===== config.mk =====
export PLATFORM = sky130hd
export DESIGN_NAME = sbpm_top
export DESIGN_NICKNAME = d
export VERILOG_FILES = /design/src/rtl/sbpm_pkg.sv /design/src/rtl/sbpm_wr_if.sv /design/src/rtl/sbpm_serial_rx.sv /design/src/rtl/sbpm_top.sv
export SDC_FILE = /design/constraint.sdc
export NUM_CORES = 1
export LEC_CHECK = 0
export BUFFER_PORTS_ARGS = -buffer_cell sky130_fd_sc_hd__clkbuf_2
export CAP_MARGIN = 40
export CORE_UTILIZATION = 53
export CTS_BUF_LIST = sky130_fd_sc_hd__clkbuf_2
export CTS_CLUSTER_SIZE = 24
export DETAILED_ROUTE_END_ITERATION = 16
export MAX_ROUTING_LAYER = met4
export PLACE_DENSITY = 0.73
export SKIP_CTS_REPAIR_TIMING = 1
export SLEW_MARGIN = 20
export SYNTH_ARGS = -nofsm -noshare
export SYNTH_HDL_FRONTEND = slang
export SYNTH_SLANG_ARGS = --single-unit
export TNS_END_PERCENT = 10

===== constraint.sdc =====
create_clock -name mclk -period 2.7 [get_ports mclk]
set_clock_uncertainty 0.2 [all_clocks]
set_input_delay 0.27 -clock mclk [delete_from_list [all_inputs] [get_ports mclk]]
set_output_delay 0.27 -clock mclk [all_outputs]
set_load 0.02 [all_outputs]

===== src/rtl/sbpm_pkg.sv =====
// How it works
// 25-bit deep standby polarity register, reset zero
// Bits 0-12 set vertical channels 1-13
// Bits 13-20 gates, bit 21 substrate clock
// Bits 22-24 bias, shutter, strobe, all standbys
// 22-bit light standby register, reset 3fe000
// Bias zero select: plain or XOR shutter zero
// Bias one select: plain or XOR shutter zero
// Combine select: shutter zero XOR one or two
// Software writes test bit 14 as zero
// 3-bit selector picks field count for trigger
// Trigger produced only while enable bit set
// Standby outputs held static at polarity level
// Software leaves other test fields at reset
`default_nettype none

package sbpm_pkg;

  // ----------------------------------------------------------------
  // Serial frame layout
  // ----------------------------------------------------------------
  localparam int unsigned ADDR_W  = 12;
  localparam int unsigned DATA_W  = 28;
  localparam int unsigned FRAME_W = ADDR_W + DATA_W;
  localparam int unsigned BITS_W  = 6;

  // ----------------------------------------------------------------
  // Register offsets
  // ----------------------------------------------------------------
  localparam logic [11:0] DEEP_POL_ADDR  = 12'h0e2;
  localparam logic [11:0] TEST_A_ADDR    = 12'h0ea;
  localparam logic [11:0] MUX_CFG_ADDR   = 12'h0eb;
  localparam logic [11:0] FIELD_GATE_TRIGGER_PULSE_ADDR   = 12'h0f1;
  localparam logic [11:0] LIGHT_POL_ADDR = 12'h0f3;

  // ----------------------------------------------------------------
  // Widths and reset values
  // ----------------------------------------------------------------
  localparam int unsigned DEEP_POL_W  = 25;
  localparam int unsigned LIGHT_POL_W = 22;
  localparam int unsigned TEST_A_W    = 5;
  localparam int unsigned MUX_CFG_W   = 16;
  localparam int unsigned FIELD_GATE_TRIGGER_PULSE_W   = 4;
  localparam logic [24:0] DEEP_POL_RST  = 25'h0000000;
  localparam logic [21:0] LIGHT_POL_RST = 22'h3fe000;
  localparam logic [4:0]  TEST_A_RST    = 5'h00;
  localparam logic [15:0] MUX_CFG_RST   = 16'h0300;
  localparam logic [3:0]  FIELD_GATE_TRIGGER_PULSE_RST   = 4'h0;

  // ----------------------------------------------------------------
  // Field positions
  // ----------------------------------------------------------------
  localparam int unsigned VCH_LSB     = 0;
  localparam int unsigned VCH_N       = 13;
  localparam int unsigned GATE_LSB    = 13;
  localparam int unsigned GATE_N      = 8;
  localparam int unsigned SUBCK_BIT   = 21;
  localparam int unsigned BIAS_BIT    = 22;
  localparam int unsigned MECHANICAL_SHUTTER_OUTPUT_BIT   = 23;
  localparam int unsigned STROBE_BIT  = 24;
  localparam int unsigned BIAS0_SEL   = 12;
  localparam int unsigned BIAS1_SEL   = 13;
  localparam int unsigned TEST_BIT    = 14;
  localparam int unsigned COMBINE_SEL = 15;
  localparam int unsigned FG_EN_BIT   = 3;
  localparam int unsigned FG_CNT_W    = 3;

  // ----------------------------------------------------------------
  // Standby state codes on the mode input and decoded one-hot states
  // ----------------------------------------------------------------
  localparam logic [1:0] MODE_RUN = 2'h0;
  localparam logic [1:0] MODE_SB1 = 2'h1;
  localparam logic [1:0] MODE_SB2 = 2'h2;

  typedef enum logic [3:0] {
    SBPM_RUN = 4'b0001,
    SBPM_SB1 = 4'b0010,
    SBPM_SB2 = 4'b0100,
    SBPM_SB3 = 4'b1000
  } sbpm_state_e;

  typedef enum logic [1:0] {
    SBPM_RX_IDLE  = 2'b01,
    SBPM_RX_SHIFT = 2'b10
  } sbpm_rx_e;

endpackage

`default_nettype wire


===== src/rtl/sbpm_wr_if.sv =====
`default_nettype none

// Register write strobe from the serial port to the register bank
interface sbpm_wr_if;
  import sbpm_pkg::*;
  logic              wr_stb;
  logic [ADDR_W-1:0] wr_addr;
  logic [DATA_W-1:0] wr_data;

  modport rx   (output wr_stb, output wr_addr, output wr_data);
  modport regs (input wr_stb, input wr_addr, input wr_data);
endinterface

`default_nettype wire


===== src/rtl/sbpm_serial_rx.sv =====
`default_nettype none

module sbpm_serial_rx
  import sbpm_pkg::*;
(
  input  wire logic mclk,
  input  wire logic rst_n,
  input  wire logic ser_load_n,
  input  wire logic ser_clk,
  input  wire logic ser_data,
  sbpm_wr_if.rx     wr
);

  sbpm_rx_e                 state_r;
  logic                     ser_clk_r;
  logic [BITS_W-1:0]        count_r;
  logic [FRAME_W-1:0]       shift_r;
  logic                     rise;

  // Rising edge of the serial clock, sampled on mclk
  assign rise = ser_clk & ~ser_clk_r;

  // ----------------------------------------------------------------
  // Frame state and bit shifting, address then data, LSB first
  // ----------------------------------------------------------------
  always_ff @(posedge mclk or negedge rst_n) begin
    if (!rst_n) begin
      state_r   <= SBPM_RX_IDLE;
      ser_clk_r <= 1'b0;
      count_r   <= '0;
      shift_r   <= '0;
    end else begin
      ser_clk_r <= ser_clk;
      case (state_r)
        SBPM_RX_IDLE: begin
          count_r <= '0;
          if (!ser_load_n) begin
            state_r <= SBPM_RX_SHIFT;
          end
        end
        SBPM_RX_SHIFT: begin
          if (ser_load_n) begin
            state_r <= SBPM_RX_IDLE;
          end else if (rise && count_r < BITS_W'(FRAME_W)) begin
            shift_r <= {ser_data, shift_r[FRAME_W-1:1]};
            count_r <= count_r + 1'b1;
          end
        end
        default: state_r <= SBPM_RX_IDLE;
      endcase
    end
  end

  // Write pulse on the cycle after the last frame bit is taken
  always_ff @(posedge mclk or negedge rst_n) begin
    if (!rst_n) begin
      wr.wr_stb  <= 1'b0;
      wr.wr_addr <= '0;
      wr.wr_data <= '0;
    end else begin
      wr.wr_stb <= (state_r == SBPM_RX_SHIFT) && !ser_load_n && rise &&
                   (count_r == BITS_W'(FRAME_W - 1));
      wr.wr_addr <= {ser_data, shift_r[FRAME_W-1:1]}[ADDR_W-1:0];
      wr.wr_data <= {ser_data, shift_r[FRAME_W-1:1]}[FRAME_W-1:ADDR_W];
    end
  end

endmodule

`default_nettype wire


===== src/rtl/sbpm_top.sv =====
`default_nettype none

module sbpm_top
  import sbpm_pkg::*;
#(
  parameter int unsigned N_VCH  = VCH_N,
  parameter int unsigned N_GATE = GATE_N
) (
  input  wire logic              mclk,
  input  wire logic              rst_n,
  input  wire logic              ser_load_n,
  input  wire logic              ser_clk,
  input  wire logic              ser_data,
  input  wire logic [1:0]        standby_mode,
  input  wire logic [N_VCH-1:0]  tg_vertical,
  input  wire logic [N_GATE-1:0] tg_sensor_gate,
  input  wire logic              tg_substrate_clock,
  input  wire logic              bias_signal_zero,
  input  wire logic              bias_signal_one,
  input  wire logic              shutter_signal_zero,
  input  wire logic              shutter_signal_one,
  input  wire logic              shutter_signal_two,
  input  wire logic              tg_strobe,
  input  wire logic [2:0]        mode_field_count,
  input  wire logic              field_start,
  output logic [N_VCH-1:0]       vertical_transfer_channel,
  output logic [N_GATE-1:0]      sensor_gate_output,
  output logic                   substrate_clock_output,
  output logic                   substrate_bias_output_zero,
  output logic                   substrate_bias_output_one,
  output logic                   mechanical_shutter_output,
  output logic                   strobe_output,
  output logic                   field_gate_trigger_pulse
);

  // ----------------------------------------------------------------
  // Registers and internal signals
  // ----------------------------------------------------------------
  logic [DEEP_POL_W-1:0]  deep_standby_output_polarity_r;
  logic [LIGHT_POL_W-1:0] light_standby_output_polarity_r;
  logic [TEST_A_W-1:0]    test_register_a_r;
  logic [MUX_CFG_W-1:0]   test_and_signal_mux_config_r;
  logic [FIELD_GATE_TRIGGER_PULSE_W-1:0]   field_gate_trigger_control_r;
  logic [LIGHT_POL_W-1:0] clock_pol;
  logic                   bias0_path;
  logic                   bias1_path;
  logic                   shutter_combined;
  sbpm_state_e            state;

  sbpm_wr_if wr ();

  // Decodes the standby mode input into a one-hot state
  function automatic sbpm_state_e decode_mode(input logic [1:0] m);
    if (m == MODE_RUN) begin
      return SBPM_RUN;
    end else if (m == MODE_SB1) begin
      return SBPM_SB1;
    end else if (m == MODE_SB2) begin
      return SBPM_SB2;
    end else begin
      return SBPM_SB3;
    end
  endfunction

  // XOR with shutter zero when the select bit is set
  function automatic logic bias_mux(input logic sig, input logic sel,
                                    input logic shut);
    return sel ? (sig ^ shut) : sig;
  endfunction

  // ----------------------------------------------------------------
  // Serial port
  // ----------------------------------------------------------------
  sbpm_serial_rx u_rx (
    .mclk       (mclk),
    .rst_n      (rst_n),
    .ser_load_n (ser_load_n),
    .ser_clk    (ser_clk),
    .ser_data   (ser_data),
    .wr         (wr.rx)
  );

  // ----------------------------------------------------------------
  // Register bank, updated as soon as a frame completes
  // ----------------------------------------------------------------

  // Deep standby polarity
  always_ff @(posedge mclk or negedge rst_n) begin
    if (!rst_n) begin
      deep_standby_output_polarity_r <= DEEP_POL_RST;
    end else if (wr.wr_stb && wr.wr_addr == DEEP_POL_ADDR) begin
      deep_standby_output_polarity_r <= wr.wr_data[DEEP_POL_W-1:0];
    end
  end

  // Light standby polarity
  always_ff @(posedge mclk or negedge rst_n) begin
    if (!rst_n) begin
      light_standby_output_polarity_r <= LIGHT_POL_RST;
    end else if (wr.wr_stb && wr.wr_addr == LIGHT_POL_ADDR) begin
      light_standby_output_polarity_r <= wr.wr_data[LIGHT_POL_W-1:0];
    end
  end

  // Test register, stored only
  always_ff @(posedge mclk or negedge rst_n) begin
    if (!rst_n) begin
      test_register_a_r <= TEST_A_RST;
    end else if (wr.wr_stb && wr.wr_addr == TEST_A_ADDR) begin
      test_register_a_r <= wr.wr_data[TEST_A_W-1:0];
    end
  end

  // Mux configuration; bit 14 is stored as written, no function
  always_ff @(posedge mclk or negedge rst_n) begin
    if (!rst_n) begin
      test_and_signal_mux_config_r <= MUX_CFG_RST;
    end else if (wr.wr_stb && wr.wr_addr == MUX_CFG_ADDR) begin
      test_and_signal_mux_config_r <= wr.wr_data[MUX_CFG_W-1:0];
    end
  end

  // Field gate trigger control
  always_ff @(posedge mclk or negedge rst_n) begin
    if (!rst_n) begin
      field_gate_trigger_control_r <= FIELD_GATE_TRIGGER_PULSE_RST;
    end else if (wr.wr_stb && wr.wr_addr == FIELD_GATE_TRIGGER_PULSE_ADDR) begin
      field_gate_trigger_control_r <= wr.wr_data[FIELD_GATE_TRIGGER_PULSE_W-1:0];
    end
  end

  // ----------------------------------------------------------------
  // Signal muxes and standby selection
  // ----------------------------------------------------------------

  // Bias and shutter combine paths
  assign bias0_path = bias_mux(bias_signal_zero,
    test_and_signal_mux_config_r[BIAS0_SEL], shutter_signal_zero);
  assign bias1_path = bias_mux(bias_signal_one,
    test_and_signal_mux_config_r[BIAS1_SEL], shutter_signal_zero);
  assign shutter_combined = test_and_signal_mux_config_r[COMBINE_SEL] ?
    (shutter_signal_zero ^ shutter_signal_two) :
    (shutter_signal_zero ^ shutter_signal_one);

  // Current state and the clock polarity set that applies to it
  assign state = decode_mode(standby_mode);
  assign clock_pol = (state == SBPM_SB3) ?
    deep_standby_output_polarity_r[LIGHT_POL_W-1:0] :
    light_standby_output_polarity_r;

  // Vertical, gate and substrate clock outputs
  always_ff @(posedge mclk or negedge rst_n) begin
    if (!rst_n) begin
      vertical_transfer_channel <= '0;
      sensor_gate_output        <= '0;
      substrate_clock_output    <= 1'b0;
    end else if (state == SBPM_RUN) begin
      vertical_transfer_channel <= tg_vertical;
      sensor_gate_output        <= tg_sensor_gate;
      substrate_clock_output    <= tg_substrate_clock;
    end else begin
      vertical_transfer_channel <=
        clock_pol[VCH_LSB +: N_VCH];
      sensor_gate_output <= clock_pol[GATE_LSB +: N_GATE];
      substrate_clock_output <= clock_pol[SUBCK_BIT];
    end
  end

  // Bias, shutter and strobe outputs, one level in all standbys
  always_ff @(posedge mclk or negedge rst_n) begin
    if (!rst_n) begin
      substrate_bias_output_zero <= 1'b0;
      substrate_bias_output_one  <= 1'b0;
      mechanical_shutter_output  <= 1'b0;
      strobe_output              <= 1'b0;
    end else if (state == SBPM_RUN) begin
      substrate_bias_output_zero <= bias0_path;
      substrate_bias_output_one  <= bias1_path;
      mechanical_shutter_output  <= shutter_combined;
      strobe_output              <= tg_strobe;
    end else begin
      substrate_bias_output_zero <=
        deep_standby_output_polarity_r[BIAS_BIT];
      substrate_bias_output_one <=
        deep_standby_output_polarity_r[BIAS_BIT];
      mechanical_shutter_output <=
        deep_standby_output_polarity_r[MECHANICAL_SHUTTER_OUTPUT_BIT];
      strobe_output <=
        deep_standby_output_polarity_r[STROBE_BIT];
    end
  end

  // Trigger one cycle after each cycle of field start in the selected field
  always_ff @(posedge mclk or negedge rst_n) begin
    if (!rst_n) begin
      field_gate_trigger_pulse <= 1'b0;
    end else begin
      field_gate_trigger_pulse <=
        field_gate_trigger_control_r[FG_EN_BIT] && field_start &&
        (mode_field_count ==
         field_gate_trigger_control_r[FG_CNT_W-1:0]);
    end
  end

endmodule

`default_nettype wire


# Yosys cells after proc, flatten, opt, wreduce, memory -nomap -nowiden
# Cells that the tools add are included.
# Widths: inputs -> output; s select.
# word_totals
reg_bits,181
latchBits,0
ram_bits,0
rom_bits,0
in_bits,39
out_inout_bits,27
word_cells,80
mem_count,0
# classes
n_addsub,1
multipliers,0
div,0
magnitude_cmp,1
eq_ne,16
shifts,0
mux,20
bitwise_logic,7
n_reduce_logical,16
# op_table
cell,count
$eq 12x8->1 const B,4
$mux 22,1
$mux 13,1
$mux 4,3
$mux 6,2
$pmux 6 s2,1
$logic_and 1x1->1,10
$mux 1,8
$mux 8,1
$add 6x1->6 const B,1
$eq 6x6->1 const B,1
$lt 6x6->1 const B,1
$ne 2x2->1 const B,3
$reduce_and 3->1,2
$eq 2x1->1 const B,2
$eq 2x2->1 const B,2
$eq 4x1->1 const B,1
$eq 4x4->1 const B,1
$mux 2,2
$pmux 2 s2,1
$xor 1x1->1,4
$eq 3x3->1,1
$logic_not 2->1,1
$ne 2x1->1 const B,1
5 further kinds,6

# Logic depth before layout (Yosys ltp)
# logic_depth
ltp_word,7
ltp_mapped,5
ltp_nobuf,4

# Hierarchy
# From an unflattened synthesis, not the netlist that was laid out.
# unflattened
hier_cells,434
hier_area_um2,6526.3
# by_module_without_submodules
mod,n_inst,cells_each,area_per_inst_um2,seq_area_each_um2
sbpm_top,1,268,3575.9,2038.2
sbpm_serial_rx,1,166,2950.3,2228.4

# Worst setup path before layout
# Ideal clock, no wire load.
# synth_path
path_type,register to register
startpoint,reg u_rx.wr.wr_addr[9]
endpoint,reg deep_standby_output_polarity_r[14]
setup_time_ps,125
arrival_ps,1864
t_required_ps,2375
setup_slack_ps,511
stages_incl_launch_ff,5
n_path_buf,1
period_less_slack_ps,2189
cell_sequence,dfrtp_1 > or4_4 > nor4_4 > buf_6 > mux2_2
# synth_via
elab_chain_len,2
# synth_lines
item,line,text
from (decl),sbpm_wr_if.sv:10,"modport rx (output wr_stb, output wr_addr, output wr_data);"
from (signal assigned),sbpm_serial_rx.sv:63,"wr.wr_addr <= {ser_data, shift_r[FRAME_W-1:1]}[ADDR_W-1:0];"
$eq 12x8->1,sbpm_top.sv:91,end else if (wr.wr_stb && wr.wr_addr == DEEP_POL_ADDR) begin
$logic_and 1x1->1,sbpm_top.sv:91,
to (signal assigned),sbpm_top.sv:92,deep_standby_output_polarity_r <= wr.wr_data[DEEP_POL_W-1:0];
to (decl),sbpm_top.sv:39,logic [DEEP_POL_W-1:0] deep_standby_output_polarity_r;
# No other way between the ends.
# A chain may end at the register's enable or synchronous reset.

# Worst setup path in the final report
# layout_path
startpoint,reg u_rx.wr.wr_addr[9]
endpoint,reg light_standby_output_polarity_r[6]
# layout_via
elab_chain_len,2
# layout_lines
item,line,text
$eq 12x8->1,sbpm_top.sv:100,end else if (wr.wr_stb && wr.wr_addr == LIGHT_POL_ADDR) begin
$logic_and 1x1->1,sbpm_top.sv:100,
to (signal assigned),sbpm_top.sv:101,light_standby_output_polarity_r <= wr.wr_data[LIGHT_POL_W-1:0];
to (decl),sbpm_top.sv:40,logic [LIGHT_POL_W-1:0] light_standby_output_polarity_r;
# No other way between the ends.

==> impl_metrics.env <==
export IMPL_setup_viol=0
export IMPL_seq_area_frac_synth_pct=68.1
export IMPL_wl_met1_mm=4.78
export IMPL_r2r_end="light_standby_output_polarity_r[6]"
export IMPL_fmax_mhz=446
export IMPL_cap_violations=0
export IMPL_syn2layout_area_growth_pct=21.0
export IMPL_period_needed_ps=2240
export IMPL_critPathMaxStageDelay_ps=590
export IMPL_hold_class="input port to flop"
export IMPL_netlist_instances=411
export IMPL_crit_buf_inv=1
export IMPL_relSlewSlack_pct=51.1
export IMPL_end_kind="flop"
export IMPL_clkPwrFrac_pct=32.1
export IMPL_cts_tree="yes"
export IMPL_die_height_um=110
export IMPL_drc=0
export IMPL_grt_usage_pct=19.8
export IMPL_timing_rr_start="u_rx.wr.wr_addr[9]"
export IMPL_drv_slew=0
export IMPL_leakagePower_uw=0.00373
export IMPL_grt_pass1_wl_mm=16.9
export IMPL_die_area_um2=12000
export IMPL_dr_pass1_iters=4
export IMPL_syn_area_per_cell_um2=15.0
export IMPL_ant_nets=0
export IMPL_rr_worst_depth=4
export IMPL_worstPathMaxFanout=22
export IMPL_fin_cells=688
export IMPL_totalWireLength_mm=11.0
export IMPL_clockBufferDepth=2
export IMPL_insertion_delay_ps=690
export IMPL_grt_pass1_vias=3497
export IMPL_cts_htree_levels=4
export IMPL_cp_start_kind="flop"
export IMPL_r2r_slack_ps=460
export IMPL_p_comb_share_pct=7.9
export IMPL_wl_met2_mm=5.71
export IMPL_die_x_um=110
export IMPL_drt_iter0_drc=116
export IMPL_dpl_cell_count=607
export IMPL_start_util_pct=55.5
export IMPL_synth_warning_count=0
export IMPL_io_buffer_count=65
export IMPL_coreArea_um2=11100
export IMPL_hold_viol=0
export IMPL_p_sw_uw=990
export IMPL_synth_nets=451
export IMPL_tightest_slew_ps=732
export IMPL_slowest_stage="or4_4"
export IMPL_n_antenna_cell=0
export IMPL_rsz0062_at_grt="false"
export IMPL_gp_congestion=0.743
export IMPL_critPathArrivalTime_ps=2630
export IMPL_powerDensity_nw_per_um2=575
export IMPL_top_layer="met4"
export IMPL_clk_pin_slew_ps=220
export IMPL_rows=38
export IMPL_drive_above_1_share_pct=38.3
export IMPL_hold_path_endpoint="vertical_transfer_channel[4]"
export IMPL_root_buffer="clkbuf_2"
export IMPL_setup_tns_ps=0
export IMPL_crit_type="flop to flop"
export IMPL_met3_wirelength_um=364
export IMPL_cp_depth=4
export IMPL_intPower_uw=3290
export IMPL_vdd_drop_max_v=0.000405
export IMPL_final_period_utilization_pct=83.0
export IMPL_ys_types=37
export IMPL_hp_start="tg_vertical[4]"
export IMPL_total_power_uw=4280
export IMPL_wire_per_inst_um=16.0
export IMPL_vias=3580
export IMPL_fin_nets=576
export IMPL_hpwl_mm=6.73
export IMPL_avgViaCountPerCell=5.20
export IMPL_cts_buffers=17
export IMPL_sw_frac_of_total_pct=23.1
export IMPL_cp_cell_sequence="or4_4 -> nor4_4 -> buf_4 -> mux2_2"
export IMPL_status="finished clean"
export IMPL_required_ps=3090
export IMPL_whs_path_depth=4
export IMPL_seqPwrFrac_pct=60.0
export IMPL_clock_sinks=167
export IMPL_io_pins=66
export IMPL_antenna_found_initial=0
export IMPL_crit_family="simple AND/OR/NAND/NOR gates"
export IMPL_synthesis_area_um2=6150
export IMPL_gr_total_overflow=0
export IMPL_fillers=791
export IMPL_ys_ff_latch=167
export IMPL_grt_max_degree=65
## sequential cells by signal, summed over array words and instances, names as in the netlist, 2 cells and up
register                         count
test_and_signal_mux_config_r         3
u_rx.shift_r                        39
u_rx.state_r                         2
vertical_transfer_channel           13
light_standby_output_polarity_r     22
deep_standby_output_polarity_r      25
sensor_gate_output                   8
u_rx.wr.wr_data                     25
field_gate_trigger_control_r         4
u_rx.wr.wr_addr                     12
u_rx.count_r                         6
## cell families (layout without fill, tap and decap cells)
| family | after synthesis | after routing | share of synthesized area (%) |
|---|---|---|---|
| buffers and inverters | 20 | 157 | 1.67 |
| muxes | 102 | 102 | 18.5 |
| xor gates and xnor gates | 7 | 7 | 0.997 |
| DFF | 167 | 167 | 68.1 |
| AOI/OAI and AO/OA | 34 | 34 | 3.50 |
| adders and majority gates | 1 | 1 | 0.203 |
| and+or+nand+nor | 80 | 80 | 7.02 |
## worst min-delay path, stage by stage
cell and delay, ps:
dlygate4sd3_1 520, clkbuf_2 90, nor2_1 30, nor2_1 90
## routing by layer
metal  up-vias  GRT usage (%)
li1       1704              -
met1      1795           24.3
met2        68           31.4
met3        13           5.51
met4         0           7.81
met5         -              -
## power groups by stage
stage / combinational (uW) / sequential, uW / clock [uW]
2_1_floorplan: 91.7 / 2660 / 0
3_3_place_gp: 272 / 2610 / 0
3_5_place_dp: 277 / 2620 / 0
4_1_cts: 278 / 2570 / 1430
5_1_grt: 378 / 2580 / 1530
6_report: 338 / 2570 / 1370
## cell usage after synthesis, drive strengths merged
cell type,n,share of area [%]
a211oi,4,0.49
nand2,12,0.73
a21oi,7,0.57
inv,2,0.12
o21a,2,0.24
nor4,6,1.2
o21ai,1,0.081
mux2,93,17
buf,8,0.94
o311ai,1,0.14
nand2b,3,0.31
mux2i,9,1.5
xor2,5,0.71
ha,1,0.20
or4bb,1,0.18
nor3,3,0.24
nand4bb,1,0.18
dfrtp,157,64
or4b,1,0.16
o22ai,18,1.8
dfstp,10,4.3
nor2b,4,0.41
nand4b,3,0.43
nand3,2,0.16
or4,1,0.18
nor4b,1,0.14
clkbuf,10,0.61
nand4,2,0.20
nor2,39,2.4
xnor2,2,0.28
or2,1,0.10
o41ai,1,0.14
## layout by cell type, fill, tap and decap left out, types with 2 or more instances in the layout
master           n
o22ai_1         18
nand3_1          2
nand2_1         12
xnor2_1          2
o21a_1           2
nor4_4           2
inv_1            2
mux2_1           4
nor3_1           2
nor4_1           3
clkinv_2         7
dlygate4sd3_1   49
xor2_1           5
nand2b_1         3
a21oi_1          7
nand4_1          2
mux2i_1          9
bufinv_16        4
nand4b_1         3
clkbuf_2        83
buf_12           3
mux2_2          89
dfrtp_1        157
nor2_1          39
a211oi_1         4
nor2b_1          4
buf_4            6
dfstp_2         10
## stage by stage
stage | instance area [um^2] | setup WS [ps] | utilization [%] | hold WS, ps
finish | 7450 | 458 | 67.2 | 129
global route | 7450 | 386 | 67.2 | 47.2
CTS | 6930 | 443 | 62.5 | -726
detailed placement | 6670 | 488 | 60.2 | 104
global placement | 6670 | 508 | 60.2 | 97.2
floorplan | 6150 | 511 | - | -226
## cell type report
| type | instances | area (um^2) | area share (%) |
|---|---|---|---|
| Tap cell | 140 | 175 | 2.35 |
| Clock inverter | 12 | 159 | 2.13 |
| Clock buffer | 19 | 95.1 | 1.28 |
| Multi-Input combinational cell | 224 | 1860 | 25.0 |
| Sequential cell | 167 | 4190 | 56.3 |
| Inverter | 2 | 7.51 | 0.101 |
| Timing Repair Buffer | 124 | 955 | 12.8 |
## worst max-delay path by stage
stage | from | end | slack [ps]
after floorplan | u_rx.wr.wr_addr[9] | deep_standby_output_polarity_r[14] | 510
after global placement | u_rx.wr.wr_addr[9] | light_standby_output_polarity_r[9] | 510
after detailed placement | u_rx.wr.wr_addr[9] | light_standby_output_polarity_r[6] | 490
after CTS | u_rx.wr.wr_addr[9] | light_standby_output_polarity_r[6] | 440
after global routing | u_rx.wr.wr_addr[9] | light_standby_output_polarity_r[8] | 390
final | u_rx.wr.wr_addr[9] | light_standby_output_polarity_r[6] | 460
(Power assumes the default switching activity.)
